## src/sdma_pkg.sv

```systemverilog
/*
  Constants shared by the script DMA core: register offsets, field positions,
  reset values, instruction decode fields and the controller state type.
  Assumes a 32-bit AXI4-Lite register bus with one register per aligned word.
*/
`default_nettype none
package sdma_pkg;
  // Register byte offsets
  localparam logic [7:0] OFS_PARITY  = 8'h00;
  localparam logic [7:0] OFS_COUNT   = 8'h04;
  localparam logic [7:0] OFS_CMD     = 8'h08;
  localparam logic [7:0] OFS_NDA     = 8'h0c;
  localparam logic [7:0] OFS_SP      = 8'h10;
  localparam logic [7:0] OFS_SPS     = 8'h14;
  localparam logic [7:0] OFS_SCRATCH = 8'h18;
  localparam logic [7:0] OFS_MODE    = 8'h1c;
  localparam logic [7:0] OFS_CTRL    = 8'h20;
  localparam logic [7:0] OFS_STAT    = 8'h24;
  // Transfer mode fields
  localparam int MODE_BURST_LSB = 6;
  localparam int MODE_FC_LSB    = 4;
  localparam int MODE_MANUAL    = 0;
  // Control fields
  localparam int CTRL_SSM   = 4;
  localparam int CTRL_STD   = 2;
  localparam int CTRL_CACHE = 0;
  // Status fields
  localparam int STAT_RUN  = 0;
  localparam int STAT_STEP = 1;
  localparam int STAT_ILL  = 2;
  localparam int STAT_SINT = 3;
  // Reset values
  localparam logic [7:0]  RST_BYTE = 8'h00;
  localparam logic [23:0] RST_CNT  = 24'h000000;
  localparam logic [31:0] RST_WORD = 32'h00000000;
  // Timing and burst figures
  localparam int          FAIR_CYCLES = 6;
  localparam logic [3:0]  CACHE_XFERS = 4'h4;
  localparam logic [31:0] INSTR_BYTES = 32'h00000008;
  // Instruction decode: word0[31:30] type, word0[29:27] opcode
  localparam logic [1:0] ITYPE_BLOCK = 2'h0;
  localparam logic [1:0] ITYPE_IO    = 2'h1;
  localparam logic [1:0] ITYPE_XFER  = 2'h2;
  localparam logic [2:0] OP_INT      = 3'h3;
  localparam logic [2:0] OP_RWREG    = 3'h7;
  localparam int         TI_BIT      = 25;
  localparam logic [1:0] RESP_OKAY   = 2'h0;
  localparam logic [1:0] RESP_SLVERR = 2'h2;

  typedef enum logic [2:0] {
    ST_IDLE  = 3'h0,
    ST_FETCH = 3'h1,
    ST_ARB   = 3'h3,
    ST_XFER  = 3'h2,
    ST_FAIR  = 3'h6
  } sdma_state_t;
endpackage
`default_nettype wire

```

## src/sdma_core.sv

```systemverilog
/*
  Script DMA core registers and sequencer: AXI4-Lite slave, script fetch and
  decode, block-move bursts on the host bus, longitudinal parity.
  Assumes fetch port, host bus handshake and FIFO byte taps share i_clk.
*/
// What this block does
// - Parity register XORs every byte crossing FIFO and SCSI core, except a byte in a cycle that loads the ID.
// - A write to the parity register clears it to zero, or to a byte crossing that cycle; an ID load wins.
// - Selection/reselection ID is loaded into the parity register.
// - Byte count falls as data moves, in either direction.
// - Count falls once per address strobe, by bytes moved.
// - Byte count holds at most 16,777,215.
// - Zero-count block move raises illegal instruction, except target command phase.
// - Table-indirect I/O leaves the table offset in the count register.
// - Command register holds the current opcode byte.
// - Next data address is loaded from a block move's second longword.
// - Writing the script pointer runs scripts until an interrupt.
// - Single step halts after each instruction; start bit resumes.
// - Writing the pointer's top byte starts execution.
// - Pointer save takes each instruction's second longword.
// - Interrupt instruction leaves its vector in pointer save.
// - Scratch changes only by register writes targeting it.
// - Burst field selects 1, 2, 4 or 8 transfers.
// - Bus requested with room for a burst, or for alignment.
// - Cache bursts are four transfers when enabled and burst is 4 or 8.
// - A fairness gap of 5 to 8 clocks separates ownerships.
// - Function code bits drive pins while bus master.
// - Start bit fetches from the script pointer.
// - Manual bit clear: pointer write starts; set: wait for start bit.
`default_nettype none
module sdma_core (
  // Clock and reset
  input  wire logic        i_clk,
  input  wire logic        i_rst,
  // AXI4-Lite slave
  input  wire logic [7:0]  i_awaddr,
  input  wire logic        i_awvalid,
  output logic             o_awready,
  input  wire logic [31:0] i_wdata,
  input  wire logic [3:0]  i_wstrb,
  input  wire logic        i_wvalid,
  output logic             o_wready,
  output logic [1:0]       o_bresp,
  output logic             o_bvalid,
  input  wire logic        i_bready,
  input  wire logic [7:0]  i_araddr,
  input  wire logic        i_arvalid,
  output logic             o_arready,
  output logic [31:0]      o_rdata,
  output logic [1:0]       o_rresp,
  output logic             o_rvalid,
  input  wire logic        i_rready,
  // Script instruction fetch
  output logic             o_fetch_req,
  output logic [31:0]      o_fetch_addr,
  input  wire logic        i_fetch_valid,
  input  wire logic [31:0] i_fetch_w0,
  input  wire logic [31:0] i_fetch_w1,
  // Host bus mastership
  output logic             o_bus_req,
  input  wire logic        i_bus_grant,
  output logic             o_bus_own,
  output logic             o_addr_strobe,
  output logic [31:0]      o_bus_addr,
  output logic [1:0]       o_func_code,
  input  wire logic        i_xfer_ack,
  input  wire logic [2:0]  i_xfer_bytes,
  input  wire logic [5:0]  i_fifo_room,
  // SCSI core taps
  input  wire logic        i_fifo_byte_valid,
  input  wire logic [7:0]  i_fifo_byte,
  input  wire logic        i_sel_id_valid,
  input  wire logic [7:0]  i_sel_id,
  input  wire logic        i_target_cmd_phase,
  // Events
  output logic             o_step_event,
  output logic             o_illegal_event,
  output logic             o_int_event
);
  // Registers
  logic [7:0]  parity_q, cmd_q, scratch_q, mode_q, ctrl_q;
  logic [23:0] count_q;
  logic [31:0] nda_q, sp_q, sps_q;
  logic [3:0]  stat_q;
  sdma_pkg::sdma_state_t state_q;
  logic [3:0]  xfers_left_q;
  logic        wait_ack_q, strobe_q, fair_start;
  logic        fair_busy;

  // Bus slave handshakes
  logic wr_take, rd_take;
  assign wr_take   = i_awvalid && i_wvalid && !o_bvalid;
  assign rd_take   = i_arvalid && !o_rvalid;
  assign o_awready = wr_take;
  assign o_wready  = wr_take;
  assign o_arready = rd_take;

  function automatic logic wr_hit(input logic [7:0] ofs);
    return wr_take && (i_awaddr == ofs);
  endfunction

  logic wr_mapped;
  always_comb begin
    case (i_awaddr)
      sdma_pkg::OFS_PARITY, sdma_pkg::OFS_COUNT, sdma_pkg::OFS_CMD, sdma_pkg::OFS_NDA,
      sdma_pkg::OFS_SP, sdma_pkg::OFS_SPS, sdma_pkg::OFS_SCRATCH, sdma_pkg::OFS_MODE,
      sdma_pkg::OFS_CTRL, sdma_pkg::OFS_STAT: wr_mapped = 1'b1;
      default: wr_mapped = 1'b0;
    endcase
  end

  always_ff @(posedge i_clk) begin
    if (i_rst) begin
      o_bvalid <= 1'b0;
      o_bresp  <= sdma_pkg::RESP_OKAY;
    end else if (wr_take) begin
      o_bvalid <= 1'b1;
      o_bresp  <= wr_mapped ? sdma_pkg::RESP_OKAY : sdma_pkg::RESP_SLVERR;
    end else if (i_bready) begin
      o_bvalid <= 1'b0;
    end
  end

  always_ff @(posedge i_clk) begin
    if (i_rst) begin
      o_rvalid <= 1'b0;
      o_rdata  <= sdma_pkg::RST_WORD;
      o_rresp  <= sdma_pkg::RESP_OKAY;
    end else if (rd_take) begin
      o_rvalid <= 1'b1;
      o_rresp  <= sdma_pkg::RESP_OKAY;
      case (i_araddr)
        sdma_pkg::OFS_PARITY:  o_rdata <= {24'h000000, parity_q};
        sdma_pkg::OFS_COUNT:   o_rdata <= {8'h00, count_q};
        sdma_pkg::OFS_CMD:     o_rdata <= {24'h000000, cmd_q};
        sdma_pkg::OFS_NDA:     o_rdata <= nda_q;
        sdma_pkg::OFS_SP:      o_rdata <= sp_q;
        sdma_pkg::OFS_SPS:     o_rdata <= sps_q;
        sdma_pkg::OFS_SCRATCH: o_rdata <= {24'h000000, scratch_q};
        sdma_pkg::OFS_MODE:    o_rdata <= {24'h000000, mode_q};
        sdma_pkg::OFS_CTRL:    o_rdata <= {24'h000000, ctrl_q};
        sdma_pkg::OFS_STAT:    o_rdata <= {28'h0000000, stat_q};
        default: begin
          o_rdata <= sdma_pkg::RST_WORD;
          o_rresp <= sdma_pkg::RESP_SLVERR;
        end
      endcase
    end else if (i_rready) begin
      o_rvalid <= 1'b0;
    end
  end

  // Longitudinal parity: ID load, then clear, then accumulate
  always_ff @(posedge i_clk) begin
    if (i_rst) begin
      parity_q <= sdma_pkg::RST_BYTE;
    end else if (i_sel_id_valid) begin
      parity_q <= i_sel_id;
    end else if (wr_hit(sdma_pkg::OFS_PARITY)) begin
      parity_q <= i_fifo_byte_valid ? i_fifo_byte : sdma_pkg::RST_BYTE;
    end else if (i_fifo_byte_valid) begin
      parity_q <= parity_q ^ i_fifo_byte;
    end
  end

  // Decode of a fetched instruction
  logic [1:0] f_type;
  logic [2:0] f_op;
  logic       f_block, f_int, f_rw, f_zero_ill;
  assign f_type     = i_fetch_w0[31:30];
  assign f_op       = i_fetch_w0[29:27];
  assign f_block    = (f_type == sdma_pkg::ITYPE_BLOCK);
  assign f_int      = (f_type == sdma_pkg::ITYPE_XFER) && (f_op == sdma_pkg::OP_INT);
  assign f_rw       = (f_type == sdma_pkg::ITYPE_IO) && (f_op == sdma_pkg::OP_RWREG);
  assign f_zero_ill = f_block && (i_fetch_w0[23:0] == 24'h000000)
                      && !i_target_cmd_phase;
  logic fetched;
  assign fetched = (state_q == sdma_pkg::ST_FETCH) && i_fetch_valid;

  // Burst sizing
  logic [1:0] bl;
  logic [3:0] burst_xfers;
  logic [5:0] burst_bytes;
  assign bl = mode_q[sdma_pkg::MODE_BURST_LSB +: 2];
  always_comb begin
    if (ctrl_q[sdma_pkg::CTRL_CACHE] && bl[1]) begin
      burst_xfers = sdma_pkg::CACHE_XFERS;
    end else begin
      burst_xfers = 4'(4'h1 << bl);
    end
  end
  assign burst_bytes = {burst_xfers, 2'b00};

  logic want_bus;
  assign want_bus = (i_fifo_room >= burst_bytes) ||
                    (count_q < {18'h00000, burst_bytes});

  // Bytes moved by the acknowledged transfer, never past zero
  logic [23:0] moved;
  assign moved = ({21'h000000, i_xfer_bytes} > count_q) ? count_q
                                                       : {21'h000000, i_xfer_bytes};
  logic acked;
  assign acked = (state_q == sdma_pkg::ST_XFER) && wait_ack_q && i_xfer_ack;

  // Start conditions
  localparam logic [23:0] RST0 = sdma_pkg::RST_CNT;
  logic sp_top_write, std_write, start_req, instr_done, halt_now;
  assign sp_top_write = wr_hit(sdma_pkg::OFS_SP) && i_wstrb[3];
  assign std_write    = wr_hit(sdma_pkg::OFS_CTRL) && i_wdata[sdma_pkg::CTRL_STD];
  assign start_req    = (sp_top_write && !mode_q[sdma_pkg::MODE_MANUAL]) || std_write;
  assign instr_done   = (fetched && !f_block && !f_int) ||
                        ((state_q == sdma_pkg::ST_FAIR) && !fair_busy && count_q == RST0);
  assign halt_now     = ctrl_q[sdma_pkg::CTRL_SSM];

  // Sequencer
  always_ff @(posedge i_clk) begin
    if (i_rst) begin
      state_q <= sdma_pkg::ST_IDLE;
    end else begin
      case (state_q)
        sdma_pkg::ST_IDLE: begin
          if (start_req) state_q <= sdma_pkg::ST_FETCH;
        end
        sdma_pkg::ST_FETCH: begin
          if (fetched) begin
            if (f_int || f_zero_ill) begin
              state_q <= sdma_pkg::ST_IDLE;
            end else if (f_block) begin
              state_q <= sdma_pkg::ST_ARB;
            end else if (halt_now) begin
              state_q <= sdma_pkg::ST_IDLE;
            end
          end
        end
        sdma_pkg::ST_ARB: begin
          if (i_bus_grant && o_bus_req) state_q <= sdma_pkg::ST_XFER;
        end
        sdma_pkg::ST_XFER: begin
          if (acked && (xfers_left_q == 4'h1 || count_q == moved)) begin
            state_q <= sdma_pkg::ST_FAIR;
          end
        end
        sdma_pkg::ST_FAIR: begin
          if (!fair_busy) begin
            if (count_q != RST0) begin
              state_q <= sdma_pkg::ST_ARB;
            end else if (halt_now) begin
              state_q <= sdma_pkg::ST_IDLE;
            end else begin
              state_q <= sdma_pkg::ST_FETCH;
            end
          end
        end
        default: state_q <= sdma_pkg::ST_IDLE;
      endcase
    end
  end

  // Burst transfer tracking
  always_ff @(posedge i_clk) begin
    if (i_rst) begin
      xfers_left_q <= 4'h0;
      wait_ack_q   <= 1'b0;
      strobe_q     <= 1'b0;
    end else begin
      strobe_q <= 1'b0;
      if (state_q == sdma_pkg::ST_ARB && i_bus_grant && o_bus_req) begin
        xfers_left_q <= burst_xfers;
      end else if (state_q == sdma_pkg::ST_XFER) begin
        if (!wait_ack_q && !strobe_q) begin
          strobe_q   <= 1'b1;
          wait_ack_q <= 1'b1;
        end else if (acked) begin
          wait_ack_q   <= 1'b0;
          xfers_left_q <= xfers_left_q - 4'h1;
        end
      end
    end
  end
  assign fair_start = acked && (xfers_left_q == 4'h1 || count_q == moved);

  sdma_fair_gap #(
    .CYCLES (sdma_pkg::FAIR_CYCLES)
  ) u_fair (
    .i_clk   (i_clk),
    .i_rst   (i_rst),
    .i_start (fair_start),
    .o_busy  (fair_busy)
  );

  // Byte counter, command, pointers
  always_ff @(posedge i_clk) begin
    if (i_rst) begin
      count_q <= sdma_pkg::RST_CNT;
      cmd_q   <= sdma_pkg::RST_BYTE;
    end else if (fetched) begin
      cmd_q   <= i_fetch_w0[31:24];
      count_q <= i_fetch_w0[23:0];
    end else if (acked) begin
      count_q <= count_q - moved;
    end else begin
      if (wr_hit(sdma_pkg::OFS_COUNT)) count_q <= i_wdata[23:0];
      if (wr_hit(sdma_pkg::OFS_CMD)) cmd_q <= i_wdata[7:0];
    end
  end

  always_ff @(posedge i_clk) begin
    if (i_rst) begin
      sps_q <= sdma_pkg::RST_WORD;
    end else if (fetched) begin
      sps_q <= i_fetch_w1;
    end else if (wr_hit(sdma_pkg::OFS_SPS)) begin
      sps_q <= i_wdata;
    end
  end

  always_ff @(posedge i_clk) begin
    if (i_rst) begin
      nda_q <= sdma_pkg::RST_WORD;
    end else if (fetched && f_block) begin
      nda_q <= i_fetch_w1;
    end else if (acked) begin
      nda_q <= nda_q + {29'h00000000, i_xfer_bytes};
    end else if (wr_hit(sdma_pkg::OFS_NDA)) begin
      nda_q <= i_wdata;
    end
  end

  always_ff @(posedge i_clk) begin
    if (i_rst) begin
      sp_q <= sdma_pkg::RST_WORD;
    end else if (fetched) begin
      sp_q <= sp_q + sdma_pkg::INSTR_BYTES;
    end else if (wr_hit(sdma_pkg::OFS_SP)) begin
      for (int b = 0; b < 4; b++) begin
        if (i_wstrb[b]) sp_q[8*b +: 8] <= i_wdata[8*b +: 8];
      end
    end
  end

  // Scratch: software or a register-write instruction aimed at it
  always_ff @(posedge i_clk) begin
    if (i_rst) begin
      scratch_q <= sdma_pkg::RST_BYTE;
    end else if (fetched && f_rw && i_fetch_w0[23:16] == sdma_pkg::OFS_SCRATCH) begin
      scratch_q <= i_fetch_w0[15:8];
    end else if (wr_hit(sdma_pkg::OFS_SCRATCH)) begin
      scratch_q <= i_wdata[7:0];
    end
  end

  // Mode and control; start bit self-clears when taken
  always_ff @(posedge i_clk) begin
    if (i_rst) begin
      mode_q <= sdma_pkg::RST_BYTE;
      ctrl_q <= sdma_pkg::RST_BYTE;
    end else begin
      if (wr_hit(sdma_pkg::OFS_MODE)) mode_q <= i_wdata[7:0];
      if (wr_hit(sdma_pkg::OFS_CTRL)) begin
        ctrl_q <= i_wdata[7:0];
        ctrl_q[sdma_pkg::CTRL_STD] <= 1'b0;
      end
    end
  end

  // Run bit follows the sequencer; other status bits sticky, write one to clear, setting wins
  logic step_set, ill_set, int_set;
  assign step_set = instr_done && halt_now;
  assign ill_set  = fetched && f_zero_ill;
  assign int_set  = fetched && f_int;
  always_ff @(posedge i_clk) begin
    if (i_rst) begin
      stat_q <= 4'h0;
    end else begin
      if (wr_hit(sdma_pkg::OFS_STAT)) stat_q <= stat_q & ~i_wdata[3:0];
      stat_q[sdma_pkg::STAT_RUN] <= (state_q != sdma_pkg::ST_IDLE);
      if (step_set) stat_q[sdma_pkg::STAT_STEP] <= 1'b1;
      if (ill_set) stat_q[sdma_pkg::STAT_ILL] <= 1'b1;
      if (int_set) stat_q[sdma_pkg::STAT_SINT] <= 1'b1;
    end
  end

  // Outputs
  assign o_fetch_req     = (state_q == sdma_pkg::ST_FETCH);
  assign o_fetch_addr    = sp_q;
  assign o_bus_req       = (state_q == sdma_pkg::ST_ARB) && want_bus;
  assign o_bus_own       = (state_q == sdma_pkg::ST_XFER);
  assign o_addr_strobe   = strobe_q;
  assign o_bus_addr      = nda_q;
  assign o_func_code     = o_bus_own ? mode_q[sdma_pkg::MODE_FC_LSB +: 2] : 2'b00;
  assign o_step_event    = step_set;
  assign o_illegal_event = ill_set;
  assign o_int_event     = int_set;
endmodule
`default_nettype wire

```

## src/sdma_fair_gap.sv

```systemverilog
/*
  Fairness gap timer: after a start pulse, busy stays high for CYCLES clocks.
  Assumes start is a one-cycle pulse on the same clock.
*/
`default_nettype none
module sdma_fair_gap #(
  parameter int CYCLES = 6
) (
  // Clock and reset
  input  wire logic i_clk,
  input  wire logic i_rst,
  // Control
  input  wire logic i_start,
  output logic      o_busy
);
  // Counter is eight bits wide
  if (CYCLES < 1 || CYCLES > 255) begin : g_bad_cycles
    $error("CYCLES out of range");
  end

  logic [7:0] cnt_q;

  always_ff @(posedge i_clk) begin
    if (i_rst) begin
      cnt_q <= 8'h00;
    end else if (i_start) begin
      cnt_q <= 8'(CYCLES);
    end else if (cnt_q != 8'h00) begin
      cnt_q <= cnt_q - 8'h01;
    end
  end

  assign o_busy = (cnt_q != 8'h00);
endmodule
`default_nettype wire

```

## config.mk

```make
export PLATFORM = sky130hd
export DESIGN_NAME = sdma_core
export DESIGN_NICKNAME = d
export VERILOG_FILES = /design/src/sdma_pkg.sv /design/src/sdma_core.sv /design/src/sdma_fair_gap.sv
export SDC_FILE = /design/constraint.sdc
export NUM_CORES = 1
export LEC_CHECK = 0
export BUFFER_PORTS_ARGS = -buffer_cell sky130_fd_sc_hd__buf_2
export CAP_MARGIN = 20
export CORE_MARGIN = 5
export CORE_UTILIZATION = 50
export DETAILED_ROUTE_END_ITERATION = 10
export PLACE_DENSITY_LB_ADDON = 0.12
export SLEW_MARGIN = 40
export SYNTH_ARGS = -nofsm -noshare
export SYNTH_HDL_FRONTEND = slang
export SYNTH_SLANG_ARGS = --single-unit
```

## constraint.sdc

```tcl
create_clock -name i_clk -period 5.25 [get_ports i_clk]
set_input_delay 1.05 -clock i_clk [delete_from_list [all_inputs] [get_ports i_clk]]
set_output_delay 1.05 -clock i_clk [all_outputs]
set_load 0.01 [all_outputs]
```

==> results.md <==
- Synth Area in Compound Gates: 0.241
- Post-DP HPWL: roughly 38,000 um
- TritonRoute pass-1 iters: 8
- Final Max Tran Viols: 0
- CTS buffer count: 25
- Placer Congestion: ~0.98
- GRT Total Usage: 0.338
- Adder and majority cell fraction of the synthesized area: 0.0225
- Count of final hold-check violations: 0
- DR vias/cell: between 6 and 7
- Starting DRT DRC Count: 1,873
- CP max stage delay: 0.72 ns
- Seq cells post-synth: 216
- Synth cell types: 79
- Postcts setup bufs: 0
- Met3 Use GR: 0.0744
- Drt wl/cell: ~23 um
- Clock sink count: 216
- Dpl ws: 0.974 ns
- Min Hold Slack: roughly 0.45 ns
- Core Area: ~0.025 mm2
- H-tree levels: 1
- Antenna violations before repair: 1
- CP cell instances: or4_1 > nor3_1 > nand3_2 > nor4_1 > and2_1 > o21ai_0 > inv_1 > buf_2
- Most common cell in the netlist: nor2_1
- Ys async rst share: 0
- Req. time, crit path: roughly 4.2 ns
- Mux cell area share after synthesis: 0.0750
- Post-CTS sizing: 0
- Area of the multi-input gates: 0.00802 mm2
- Global-route wire length before repair: 77,900 um
- Post-synthesis xor/xnor area fraction: 0.0258
- Global route hottest layer: met2
- Die ar.: around 0.029 mm2
- Syn Inst Count: 1,683
- PortBufs: between 200 and 300
- Outcome: finished clean
- Vias in the first global route: ~13,000
- Final period utilization: 0.856
- Slowest CP cell: nor4_1
- Hold crit path type: flop to flop
- Hold-fix buffers at CTS: 0
- Initial Utilization: 0.510
- # rows: 58
- Most used DFF post-synth: dfxtp_1
- DRC violations left: 0
- Routed WL: slightly above 50,000 um
- Worst-margin pin slew: 0.890 ns
- Clock Pin Slew Worst Setup and Hold Paths: about 0.06 ns
- Fin util: 0.603
- Post-Syn Area per Cell: between 7 and 8 um2
- Max transition margin: 0.402
- CP bufs+invs: 2
- Die height: approximately 170 um
- Number of flops mapped to enable cells by yosys: 0
- Synthesis Warnings: 0
- Pin count of the biggest net entering global routing: approximately 110
- Skew-Pair Late Insertion Delay: around 0.53 ns
- Fillers: about 2,400
- Largest family of logic cells by synthesized area: simple AND/OR/NAND/NOR gates
- Simple-gate share of the synthesized area: 0.252
- Fin crit period: ~4.5 ns
- Fin Setup TNS: 0 ns
- WS Path Type: flop to primary output
- Area leader, netlist: dfxtp_1
- Kind of cell adding the most delay to the critical path: simple AND/OR/NAND/NOR gates
- Synthesis-to-layout area growth: 18.2%
- Top Ports: roughly 270
- Fmax: around 220 MHz
- Pwr dens: between 200 and 300 mW/mm2
- FF-to-FF setup slack: just over 1 ns
- Nets: 2,046
- GR met2 Demand/Resource: 0.517
- # setup viols final: 0
- CTS tree: done
- Met1 usage: 0.474
- Synth top area share: 0.335
- Post-route antenna net violation count: 0
- Share of layout cells above drive strength 1: 0.197
- Crit path max fanout: 7
- Leakage Power: 6.39 nW
- Post-Syn Area: ~0.013 mm2
- Max VDD drop: approximately 0.27 mV
- Max_cap viols: 0
- Clock skew: about 0.021 ns
- Register area: 0.00432 mm2
- Global route overflow: 0
- Root buffer cell: clkbuf_16
- Crit path DAT: between 3 and 4 ns
- Vias: about 14,000
- Diodes inserted: 0
- Die X: ~170 um
- Crit start category: flop
- RSZ-0062 raised after global routing: false
- Post-synth top cells: 245 x nor2_1, 216 x dfxtp_1, 153 x nand2_1
- Max clock buf depth: 3
- Final worst slack: between 0.7 and 0.8 ns
- Critical path endpoint category: primary output
- Top post-synthesis cells by area: dfxtp_1 33%, nor2_1 7.1%, mux2i_1 6.3%, a21oi_1 5.0%, a211oi_1 4.6%
- Seq/Total Area, Yosys: 0.335
## layout by cell type, fill, tap and decap left out, types with 9 or more instances in the layout
cell	instances
nor4_1	27
a22oi_1	23
a2bb2oi_1	10
xor2_1	18
nand4_1	19
o21ai_0	80
xnor2_1	20
inv_1	32
mux2_2	12
buf_2	264
nor3_1	62
and3_1	26
o22ai_1	9
a21oi_1	129
nand3_1	60
a222oi_1	13
buf_4	23
nand2_1	152
dfxtp_1	216
mux2i_1	81
a31oi_1	18
clkbuf_16	25
and2_1	13
nor2_1	244
nor2b_1	12
a221oi_1	19
a21o_1	10
nand2b_1	11
a221o_1	15
a211oi_1	80
ha_1	20
## layer usage
layer,wire length [um],vias to the layer above
met5,13,-
li1,-,6574
met3,6210,164
met1,21000,6769
met4,1970,2
met2,22400,886
## report_power, final
part           internal (mW)  switching, mW
logic                  0.346          0.522
registers               1.72         0.0817
clock network           1.10          0.724
total                   3.16           1.33
## logic make-up (layout without fill, tap and decap cells)
family          after synthesis  in the layout
compound gates              463            463
fa+ha+maj                    22             22
buf+inv                     163            365
mux                          94             94
simple gates                686            686
flops                       216            216
xor+xnor                     38             38
other cells                   1              2
## tightest hold or removal path, stage by stage, from the launching register on
cell,delay (ns)
dfxtp_1,0.30
nand2_1,0.05
a21oi_1,0.05
## worst paths after layout
check	from	endpoint	cells past startpoint
max	count_q[18]	o_step_event	8
min	o_rdata[20]	o_rdata[20]	2
max reg2reg	count_q[18]	count_q[23]	15
min reg2reg	o_rdata[20]	o_rdata[20]	2
## metrics by stage
step | instance area, um2 | total power, mW | cells
2_1_floorplan | 12900 | 2.40 | 1684
3_3_place_gp | 14400 | 2.67 | 2173
3_5_place_dp | 14400 | 2.68 | 2173
4_1_cts | 15200 | 4.48 | 2216
5_1_grt | 15300 | 4.67 | 2216
6_report | 15300 | 4.49 | 2216
## layout make-up
cell class              count  area share
multi-input cells        1305       0.525
flip-flops and latches    216       0.283
repair buffers            290       0.101
clock buffers              35      0.0474
well taps                 330      0.0271
clock inverters             8     0.00795
inverters                  32     0.00787
## registers in the layout, indices dropped and copies added (netlist names), 3 cells and up
register and count:
o_bus_addr 32, cmd_q 8, count_q 24, parity_q 8, o_fetch_addr 32, o_rdata 32, xfers_left_q 4, scratch_q 8
sps_q 32, state_q 3, u_fair.cnt_q 8, stat_q 4, ctrl_q 7, mode_q 8
Note: power is estimated with default switching activity, not from simulation.
